$ cat src/pkg/uhpc_pkg.sv
// Constants and types of the USB host pipe configuration block
package uhpc_pkg;
  localparam int          NPIPE           = 8;
  localparam int          AW              = 12;
  localparam logic [11:0] OFS_PIPE_EN_RST = 12'h41c;
  localparam logic [11:0] OFS_ADDR_LO     = 12'h424;
  localparam logic [11:0] OFS_ADDR_HI     = 12'h428;
  localparam logic [11:0] OFS_CFG         = 12'h500;
  localparam logic [11:0] OFS_STATE       = 12'h530;
  localparam logic [11:0] OFS_HOST_CTRL   = 12'h5f0;
  localparam logic [11:0] PIPE_SPAN       = 12'h020;
  localparam int          ON_LSB          = 0;
  localparam int          CLR_LSB         = 16;
  localparam int          CNT_LSB         = 20;
  localparam int          VALID_BIT       = 18;
  localparam int          ALLOWED_BIT     = 16;
  localparam int          TOG_BIT         = 8;
  localparam int          BUS_RST_BIT     = 0;
  localparam logic [31:0] CFG_RST         = 32'h0000_0000;
  localparam logic [31:0] CFG_WMASK       = 32'hff1f_377e;
  localparam logic [7:0]  ON_RST          = 8'h00;
  localparam logic [7:0]  CLR_RST         = 8'h00;
  localparam logic [12:0] BANK_MIN_BYTES  = 13'h0008;
  localparam logic [1:0]  BK_RSV          = 2'h3;

  typedef enum logic [1:0] {KIND_CTRL, KIND_ISO, KIND_BULK, KIND_INTR} uhpc_kind_t;
  typedef enum logic [1:0] {TOK_SETUP, TOK_IN, TOK_OUT, TOK_RSV} uhpc_tok_t;

  typedef struct packed {
    logic [7:0] poll_period_ms;
    logic [2:0] rsv3;
    logic       ping_enable;
    logic [3:0] target_endpoint_num;
    logic [1:0] rsv2;
    uhpc_kind_t transfer_kind;
    logic       rsv1;
    logic       auto_bank_flip;
    uhpc_tok_t  token_kind;
    logic       rsv0;
    logic [2:0] bank_size_code;
    logic [1:0] bank_count_code;
    logic       bank_memory_claim;
    logic       rsvb;
  } uhpc_cfg_t;

  typedef struct packed {
    logic       usable;
    logic       fifo_access_allowed;
    logic       token_req;
    logic       ping;
    uhpc_tok_t  token;
    uhpc_kind_t kind;
    logic [3:0] endpoint;
    logic [6:0] target_addr;
    logic [7:0] poll_ms;
    logic       toggle;
    logic       auto_flip;
  } uhpc_pipe_out_t;
endpackage

$ cat src/rtl/uhpc_pipe_config.sv
// USB host pipe configuration, byte count and token pacing with APB registers
module uhpc_pipe_config #(
  parameter logic [12:0] DPRAM_BYTES   = 13'h1000,
  parameter logic [1:0]  MAX_BK_CODE   = 2'h2,
  parameter logic [2:0]  MAX_SIZE_CODE = 3'h7
) (
  input  wire logic                           pclk,
  input  wire logic                           presetn,
  input  wire logic                           psel,
  input  wire logic                           penable,
  input  wire logic                           pwrite,
  input  wire logic [uhpc_pkg::AW-1:0]        paddr,
  input  wire logic [31:0]                    pwdata,
  output logic      [31:0]                    prdata,
  output logic                                pready,
  output logic                                pslverr,
  input  wire logic                           high_speed,
  input  wire logic                           uframe_tick,
  input  wire logic [uhpc_pkg::NPIPE-1:0]     sw_byte_wr,
  input  wire logic [uhpc_pkg::NPIPE-1:0]     sw_byte_rd,
  input  wire logic [uhpc_pkg::NPIPE-1:0]     usb_byte_tx,
  input  wire logic [uhpc_pkg::NPIPE-1:0]     usb_byte_rx,
  input  wire logic [uhpc_pkg::NPIPE-1:0]     usb_ack,
  input  wire logic [uhpc_pkg::NPIPE-1:0]     usb_pkt_done,
  output uhpc_pkg::uhpc_pipe_out_t [uhpc_pkg::NPIPE-1:0] pipe_out,
  output logic                                usb_reset_req
);
  import uhpc_pkg::*;

  typedef struct packed {
    logic [NPIPE-1:0]                  on;
    logic [NPIPE-1:0]                  clr;
    uhpc_cfg_t [NPIPE-1:0]             cfg;
    logic [NPIPE-1:0][6:0]             addr;
    logic [NPIPE-1:0][10:0]            cnt;
    logic [NPIPE-1:0]                  tog;
    logic [NPIPE-1:0]                  valid;
    logic [NPIPE-1:0]                  acked;
    logic [NPIPE-1:0][7:0]             ivl;
    uhpc_pipe_out_t [NPIPE-1:0]        po;
    logic [31:0]                       prdata;
    logic                              pready;
    logic                              pslverr;
    logic                              usb_reset_req;
  } uhpc_state_t;

  uhpc_state_t st;
  uhpc_state_t next_st;

  // Bytes taken in the DPRAM by one pipe layout
  function automatic logic [12:0] layout_bytes(uhpc_cfg_t c);
    logic [12:0] cap;
    cap = 13'(BANK_MIN_BYTES << c.bank_size_code);
    unique case (c.bank_count_code)
      2'h0:    return cap;
      2'h1:    return 13'(cap << 1);
      default: return 13'((cap << 1) + cap);
    endcase
  endfunction

  always_comb begin
    logic        acc;
    logic        wr;
    logic        hit;
    logic [31:0] rd;
    logic [11:0] co;
    logic [11:0] so;
    logic [2:0]  ci;
    logic [2:0]  si;
    logic        bus_rst;
    uhpc_cfg_t   wc;
    logic [13:0] used;
    logic        fits;
    logic        use_ok;
    logic        out_dir;
    logic        in_dir;
    logic        inc;
    logic        dec;
    logic        bulkish;
    logic        need;
    logic        fire;
    logic [10:0] cap;
    acc     = psel & penable & st.pready;
    wr      = acc & pwrite;
    hit     = 1'b0;
    rd      = 32'h0000_0000;
    co      = paddr - OFS_CFG;
    so      = paddr - OFS_STATE;
    ci      = co[4:2];
    si      = so[4:2];
    bus_rst = 1'b0;
    wc      = uhpc_cfg_t'(pwdata & CFG_WMASK);
    used    = 14'h0000;
    fits    = 1'b0;
    use_ok  = 1'b0;
    out_dir = 1'b0;
    in_dir  = 1'b0;
    inc     = 1'b0;
    dec     = 1'b0;
    bulkish = 1'b0;
    need    = 1'b0;
    fire    = 1'b0;
    cap     = 11'h000;
    next_st = st;
    next_st.usb_reset_req = 1'b0;

    // Read decode and one wait state before the answer
    if (paddr == OFS_PIPE_EN_RST) begin
      hit = 1'b1;
      rd[ON_LSB +: NPIPE]  = st.on;
      rd[CLR_LSB +: NPIPE] = st.clr;
    end else if (paddr == OFS_ADDR_LO || paddr == OFS_ADDR_HI) begin
      hit = 1'b1;
      for (int k = 0; k < 4; k++) begin
        rd[k*8 +: 7] = (paddr == OFS_ADDR_LO) ? st.addr[k] : st.addr[k+4];
      end
    end else if (co < PIPE_SPAN) begin
      hit = 1'b1;
      rd  = 32'(st.cfg[ci]);
    end else if (so < PIPE_SPAN) begin
      hit = 1'b1;
      rd[CNT_LSB +: 11]  = st.cnt[si];
      rd[VALID_BIT]      = st.valid[si];
      rd[ALLOWED_BIT]    = st.po[si].fifo_access_allowed;
      rd[TOG_BIT]        = st.tog[si];
    end else if (paddr == OFS_HOST_CTRL) begin
      hit = 1'b1;
    end
    if (psel & penable & ~st.pready) begin
      next_st.pready  = 1'b1;
      next_st.prdata  = pwrite ? 32'h0000_0000 : rd;
      next_st.pslverr = ~hit;
    end else begin
      next_st.pready  = 1'b0;
      next_st.pslverr = 1'b0;
    end

    // Register writes land on the completing edge
    if (wr && paddr == OFS_HOST_CTRL && pwdata[BUS_RST_BIT]) begin
      bus_rst = 1'b1;
      next_st.usb_reset_req = 1'b1;
    end
    if (wr && (paddr == OFS_ADDR_LO || paddr == OFS_ADDR_HI)) begin
      for (int k = 0; k < 4; k++) begin
        if (paddr == OFS_ADDR_LO) begin
          next_st.addr[k] = pwdata[k*8 +: 7];
        end else begin
          next_st.addr[k+4] = pwdata[k*8 +: 7];
        end
      end
    end
    if (wr && paddr == OFS_PIPE_EN_RST) begin
      next_st.on  = pwdata[ON_LSB +: NPIPE];
      next_st.clr = pwdata[CLR_LSB +: NPIPE];
    end

    for (int n = 0; n < NPIPE; n++) begin
      // Configuration write and layout check
      if (wr && co < PIPE_SPAN && ci == 3'(n)) begin
        next_st.cfg[n] = wc;
        if (wc.bank_memory_claim) begin
          used = 14'h0000;
          for (int m = 0; m < NPIPE; m++) begin
            if (m != n && st.cfg[m].bank_memory_claim && st.valid[m]) begin
              used = 14'(used + layout_bytes(st.cfg[m]));
            end
          end
          used = 14'(used + layout_bytes(wc));
          fits = (wc.bank_count_code <= MAX_BK_CODE) &&
                 (wc.bank_count_code != BK_RSV) &&
                 (wc.token_kind != TOK_RSV) &&
                 (wc.bank_size_code <= MAX_SIZE_CODE) &&
                 (used <= {1'b0, DPRAM_BYTES});
          next_st.valid[n] = fits;
        end else begin
          next_st.valid[n] = 1'b0;
        end
      end

      // Byte counting per direction
      use_ok  = st.on[n] & ~st.clr[n] & st.valid[n] & st.cfg[n].bank_memory_claim;
      out_dir = st.cfg[n].token_kind == TOK_OUT || st.cfg[n].token_kind == TOK_SETUP;
      in_dir  = st.cfg[n].token_kind == TOK_IN;
      inc     = use_ok & ((out_dir & sw_byte_wr[n]) | (in_dir & usb_byte_rx[n]));
      dec     = use_ok & ((out_dir & usb_byte_tx[n]) | (in_dir & sw_byte_rd[n]));
      if (inc & ~dec) begin
        next_st.cnt[n] = 11'(st.cnt[n] + 11'h001);
      end else if (dec & ~inc & (st.cnt[n] != 11'h000)) begin
        next_st.cnt[n] = 11'(st.cnt[n] - 11'h001);
      end

      // Token pacing for bulk and control OUT traffic
      bulkish = st.cfg[n].transfer_kind == KIND_BULK ||
                st.cfg[n].transfer_kind == KIND_CTRL;
      need    = use_ok & bulkish & (st.cfg[n].token_kind == TOK_OUT) &
                (st.cnt[n] != 11'h000) & ~st.acked[n];
      fire    = 1'b0;
      if (st.cfg[n].poll_period_ms == 8'h00) begin
        fire = need;
      end else if (need & uframe_tick) begin
        if (8'(st.ivl[n] + 8'h01) >= st.cfg[n].poll_period_ms) begin
          fire = 1'b1;
          next_st.ivl[n] = 8'h00;
        end else begin
          next_st.ivl[n] = 8'(st.ivl[n] + 8'h01);
        end
      end else if (~need) begin
        next_st.ivl[n] = 8'h00;
      end
      // Ack wins over the release by an empty FIFO
      next_st.acked[n] = usb_ack[n] | (st.acked[n] & (st.cnt[n] != 11'h000));
      next_st.tog[n]   = st.tog[n] ^ usb_pkt_done[n];

      // Pipe clear: machinery reset, toggle kept
      if (next_st.clr[n]) begin
        next_st.cnt[n]   = 11'h000;
        next_st.acked[n] = 1'b0;
        next_st.ivl[n]   = 8'h00;
        fire             = 1'b0;
      end
      // Disable: keep only claim, bank count and size
      if (~next_st.on[n]) begin
        next_st.cfg[n] = CFG_RST;
        next_st.cfg[n].bank_memory_claim = st.cfg[n].bank_memory_claim;
        next_st.cfg[n].bank_count_code   = st.cfg[n].bank_count_code;
        next_st.cfg[n].bank_size_code    = st.cfg[n].bank_size_code;
        if (wr && co < PIPE_SPAN && ci == 3'(n)) begin
          next_st.cfg[n].bank_memory_claim = wc.bank_memory_claim;
          next_st.cfg[n].bank_count_code   = wc.bank_count_code;
          next_st.cfg[n].bank_size_code    = wc.bank_size_code;
        end
        next_st.cnt[n]   = 11'h000;
        next_st.tog[n]   = 1'b0;
        next_st.acked[n] = 1'b0;
        next_st.ivl[n]   = 8'h00;
        fire             = 1'b0;
      end
      // USB bus reset clears the listed settings
      if (bus_rst) begin
        next_st.addr[n] = 7'h00;
        next_st.cfg[n].poll_period_ms      = 8'h00;
        next_st.cfg[n].ping_enable         = 1'b0;
        next_st.cfg[n].target_endpoint_num = 4'h0;
        next_st.cfg[n].transfer_kind       = KIND_CTRL;
        next_st.cfg[n].auto_bank_flip      = 1'b0;
        next_st.cfg[n].bank_size_code      = 3'h0;
        next_st.cfg[n].bank_count_code     = 2'h0;
        next_st.cfg[n].bank_memory_claim   = 1'b0;
        next_st.valid[n] = 1'b0;
        next_st.acked[n] = 1'b0;
        fire             = 1'b0;
      end

      // Registered per-pipe view for the transfer engine
      cap = 11'(BANK_MIN_BYTES << next_st.cfg[n].bank_size_code);
      use_ok = next_st.on[n] & ~next_st.clr[n] & next_st.valid[n] &
               next_st.cfg[n].bank_memory_claim;
      next_st.po[n].usable = use_ok;
      if (next_st.cfg[n].token_kind == TOK_IN) begin
        next_st.po[n].fifo_access_allowed = use_ok & (next_st.cnt[n] != 11'h000);
      end else begin
        next_st.po[n].fifo_access_allowed = use_ok & (next_st.cnt[n] < cap);
      end
      next_st.po[n].token_req = fire;
      bulkish = next_st.cfg[n].transfer_kind == KIND_BULK ||
                next_st.cfg[n].transfer_kind == KIND_CTRL;
      next_st.po[n].ping = next_st.cfg[n].ping_enable & high_speed & bulkish &
                           (next_st.cfg[n].token_kind == TOK_OUT);
      next_st.po[n].token       = next_st.cfg[n].token_kind;
      next_st.po[n].kind        = next_st.cfg[n].transfer_kind;
      next_st.po[n].endpoint    = next_st.cfg[n].target_endpoint_num;
      next_st.po[n].target_addr = next_st.addr[n];
      next_st.po[n].poll_ms = (next_st.cfg[n].transfer_kind == KIND_INTR) ?
                              next_st.cfg[n].poll_period_ms : 8'h00;
      next_st.po[n].toggle    = next_st.tog[n];
      next_st.po[n].auto_flip = next_st.cfg[n].auto_bank_flip;
    end
  end

  always_ff @(posedge pclk or negedge presetn) begin
    if (!presetn) begin
      st     <= '0;
      st.on  <= ON_RST;
      st.clr <= CLR_RST;
    end else begin
      st <= next_st;
    end
  end

  assign prdata        = st.prdata;
  assign pready        = st.pready;
  assign pslverr       = st.pslverr;
  assign pipe_out      = st.po;
  assign usb_reset_req = st.usb_reset_req;
endmodule

$ cat config.mk
export PLATFORM = sky130hd
export DESIGN_NAME = uhpc_pipe_config
export DESIGN_NICKNAME = d
export VERILOG_FILES = /design/src/pkg/uhpc_pkg.sv /design/src/rtl/uhpc_pipe_config.sv
export SDC_FILE = /design/constraint.sdc
export NUM_CORES = 2
export LEC_CHECK = 0
export ABC_AREA = 1
export BUFFER_PORTS_ARGS = -buffer_cell sky130_fd_sc_hd__buf_2
export CORE_UTILIZATION = 60
export DETAILED_ROUTE_END_ITERATION = 8
export PLACE_DENSITY = 0.9
export SLEW_MARGIN = 40
export SYNTH_ARGS = -nofsm -noshare
export SYNTH_HDL_FRONTEND = slang
export SYNTH_SLANG_ARGS = --single-unit
$ cat constraint.sdc
create_clock -name pclk -period 10.08 [get_ports pclk]
set_input_delay 1.008 -clock pclk [delete_from_list [all_inputs] [get_ports pclk]]
set_output_delay 1.008 -clock pclk [all_outputs]
set_load 0.02 [all_outputs]
# Word-level counts from Yosys, hierarchy flattened
# Cells that the tools add are included.
# op_classes
n_addsub	91
mul	0
div	0
order_cmp	30
n_eq_ne	111
shift	17
muxes	565
n_bitwise	286
n_reduce_logical	135
# op_table
operator	count
$mux W14	154
$mux W13	73
$add A14 B13 Y14	56
$mux W32	18
$mux W8	69
$mux W11	35
$pmux W13 S2	9
$and A1 B1 Y1	212
$reduce_bool A11 Y1	16
$mux W7	25
$mux W1	141
$add A13 B13 Y13	9
$shl A4 B3 Y13 const A	9
$le A14 B13 Y1 const B	8
$bmux W32 S3	1
$mux W6	16
$add A11 B1 Y11 const B	8
$lt A11 B11 Y1	8
$shl A4 B3 Y11 const A	8
$sub A11 B1 Y11 const B	8
$bmux W29 S3	1
$eq A2 B2 Y1 const B	40
$logic_not A2 Y1	33
$add A8 B1 Y8 const B	8
other kinds (32)	270
# word_totals
regBits	643
latchBits	0
mem_bits_rw	0
rom_bits	0
input_bits	99
out_inout_bits	267
elab_cells	1428
mem_count	0

# Logic depth before layout (Yosys ltp)
# depth
word_depth	42
mapped_depth	65
depth_no_buf	64

# Worst setup path after synthesis
# OpenSTA, ideal clock, no wires.
# synth_path
path_type	register to register
from	register st[504] (netlist bit)
to	register st (netlist bit pipe_out[172])
setup_time_ns	0.122
arrival_ns	9.049
required_time_ns	9.958
setup_slack_ns	0.909
stages_incl_launch_ff	47
n_path_buf	1
period_less_slack_ns	9.171
cell_sequence	dfrtp_1 -> buf_6 -> nor3_1 -> ha_1 -> o21ai_0 -> nor2_1 -> inv_1 -> fa_1 -> o21ai_0 -> fa_1 -> nand2_1 -> nand2_1 -> fa_1 -> nor2_1 -> a31oi_1 -> fa_1 -> nand2_1 -> nand2_1 -> [11 not listed] -> ha_1 -> a21oi_1 -> o221ai_1 -> a21oi_1 -> inv_1 -> a21oi_1 -> o21bai_1 -> nand2_1 -> nand2_1 -> a21oi_1 -> xnor2_1 -> or2_1 -> nand2_1 -> nand2_1 -> nand3_1 -> nand2_2 -> nand3_2 -> nor2_2
# synth_lines
element	line_no	rtl
from (decl)	uhpc_pipe_config.sv:47	uhpc_state_t st;
from (signal assigned)	uhpc_pipe_config.sv:286	st <= next_st;

==> reports/metrics.yaml <==
logic_synthesis:
  ys_types: 73
  ys_seq_area_share_pct: 25.84
  syn_area_um2: 55310
  yosys_warnings: 0
  synth_most_common_cell: "nand2_1"
  synth_common_cells: "nand2_1, inv_1, nor2_1"
  synth_edf_count: 0
  yosysTopAreaCell: "dfrtp_1"
  synth_area_per_cell_um2: 7.088
  postSynth.asyncResetShare_pct: 100.0
  synth.top_cell.area_share_pct: 25.84
  ys_ff_latch: 571
  netlist_top_cells_area: "dfrtp_1, ha_1, nand2_1"
  ys_dominant_reg_cell: "dfrtp_1"
  synthCells: 7803
worst_setup_path:
  cp_max_fo: 6
  cp_slowest_cell: "fa_1"
  cpPeakStageDelay_ns: 0.57
  cp.required_ns: 10.64
  cpMostUsedCell: "a21oi_1"
  r2r_cells: 48
  r2r_slack_ns: 0.48
  r2r-end: "pipe_out[173]"
  setup.worst_path.end_class: "register"
  cp-start-kind: "register"
  r2r-start: "st[505]"
  arrival_ns: 10.16
  critPathKind: "reg2reg"
drt:
  vias: 57530
  first_pass_iters: 7
  routedWlPerCell_um: 22.42
  via_per_inst: 6.286
  antenna_left: 0
  drtIter0Drc: 7659
  drc: 0
  wirelength_mm: 205.2
sta:
  timing.slew.headroom_pct: 36.31
  max_freq_mhz: 104.2
  fin_tns_setup_ns: 0
  setup_ws_ns: 0.4801
  setup_viol: 0
  fin_crit_ns: 9.600
  skew_ns: 0.04153
  worst_pin_slew_ns: 0.9519
  hold_violations: 0
  slew_violations: 0
  hold_ws_ns: 0.2813
  post-route-period-util_pct: 95.24
layout:
  fin_util_pct: 66.05
  nets: 8677
  drive_above_1_share_pct: 11.72
  fillCellCount: 7657
  syn_to_final_growth_pct: 8.323
clock_network:
  path_clk_slew_ns: 0.07
  cts_buffer_depth: 3
  hold_buffers: 0
  clkSinkCount: 571
  clock_latency_ns: 0.67
  cts.htree.levels: 2
  cts_buffers: 53
  tritoncts: "done"
  cts_root_buf: "clkbuf_16"
placed_design:
  place.gp.congestion: 1.029
  dp_hpwl_mm: 157.8
  portBuffers: 364
  dp_slack_ns: -0.07254
min_path:
  hold_class: "in2async"
grt:
  antenna_found_initial: 10
  grt_max_degree: 153
  grt-ovfl-total: 0
  grt_first_pass_wirelength_mm: 306.5
  grt_pass1_vias: 53070
  track_usage_pct: 42.37
job:
  maxCapViolations: 0
die:
  std_cell_rows: 110
  die_width_um: 305.6
  ios: 366
  coreArea_um2: 90700
  start_util_pct: 60.98
  die_area_um2: 93390
  die_y_um: 305.6
power:
  leakage_uw: 0.03109
  p_total_uw: 5100
  max-vdd-ir-drop_mv: 0.1240
  power.density_nw_per_um2: 85.13
run_status:
  status: "finished, final reports clean"
==> layout make-up <==
class	instances	area [um2]	area share, %
clock inverter	30	431.7	0.7205
multi-input combinational	5721	35030	58.48
tap	1176	1471	2.456
antenna	6	15.01	0.02506
sequential	571	14300	23.87
timing repair buffer	535	3222	5.378
inverter	1046	3934	6.566
clock buffer	67	1500	2.504
==> through the flow <==
stage | cell area [um2] | std cells
2_1_floorplan | 55320 | 7807
3_3_place_gp | 57070 | 9030
3_5_place_dp | 57200 | 9033
4_1_cts | 59150 | 9130
5_1_grt | 59890 | 9146
6_report | 59910 | 9152
==> cell usage in the layout, fill, tap and decap left out, types with 234 or more instances in the layout <==
cell type	synthesis	final
ha_1	600	593
nor2_1	884	863
buf_2	16	364
dfrtp_1	571	562
inv_1	1018	1010
o22ai_1	239	234
nand2_1	1253	1239
a21oi_1	454	436
nand3_1	359	351
o21ai_0	730	656
==> what timing repair did <==
action,4_1_cts,5_1_grt
pin swaps,0,19
buffers inserted,0,14
gates cloned,0,0
setup endpoints to repair,5,24
gates resized for setup,6,201
==> per-layer routing <==
metal  routed length (um)  up-vias  GRT usage (%)
li1                     -    26290              -
met1                73960    26630          51.16
met2                87190     3666          64.02
met3                26060      934          12.76
met4                17910        8          30.91
met5                   54        -              0
==> worst max-delay path: cells and delay by family, from the launching register on <==
family,cells,cell delay [ns]
buffers and inverters,9,0.87
DFF,1,0.46
and+or+nand+nor,16,2.29
AOI/OAI and AO/OA,13,2.35
xor gates and xnor gates,2,0.27
adders and majority gates,8,3.25
==> cell families (layout without fill, tap and decap cells) <==
family | after synthesis | after routing | share of synthesized area, %
buffers and inverters | 1515 | 1678 | 12.18
DFF | 571 | 571 | 25.84
muxes | 12 | 12 | 0.2172
and+or+nand+nor | 2901 | 2901 | 22.37
xor gates and xnor gates | 280 | 280 | 4.461
AOI/OAI and AO/OA | 1873 | 1873 | 19.55
other | 1 | 11 | 0.006781
adders and majority gates | 650 | 650 | 15.38
==> power by group <==
| part | switching [uW] | internal [uW] | leakage [uW] |
|---|---|---|---|
| sequential | 24.6 | 2310 | 0.00737 |
| clock | 1000 | 1270 | 0.000928 |
| combinational | 353 | 134 | 0.0228 |
==> worst max path at each step <==
stage,start,endpoint,slack [ns]
detailed placement,st[505],pipe_out[85],-0.07
global placement,st[505],pipe_out[173],0.26
finish,st[505],pipe_out[173],0.48
global route,st[568],pipe_out[56],-0.09
floorplan,st[504],pipe_out[172],0.91
CTS,st[505],pipe_out[173],0.009
==> state kept, by name (all words and copies together), names as in the netlist <==
register       cells
st               311
prdata            32
pslverr            1
pipe_out         225
pready             1
usb_reset_req      1
(Power assumes the default switching activity.)
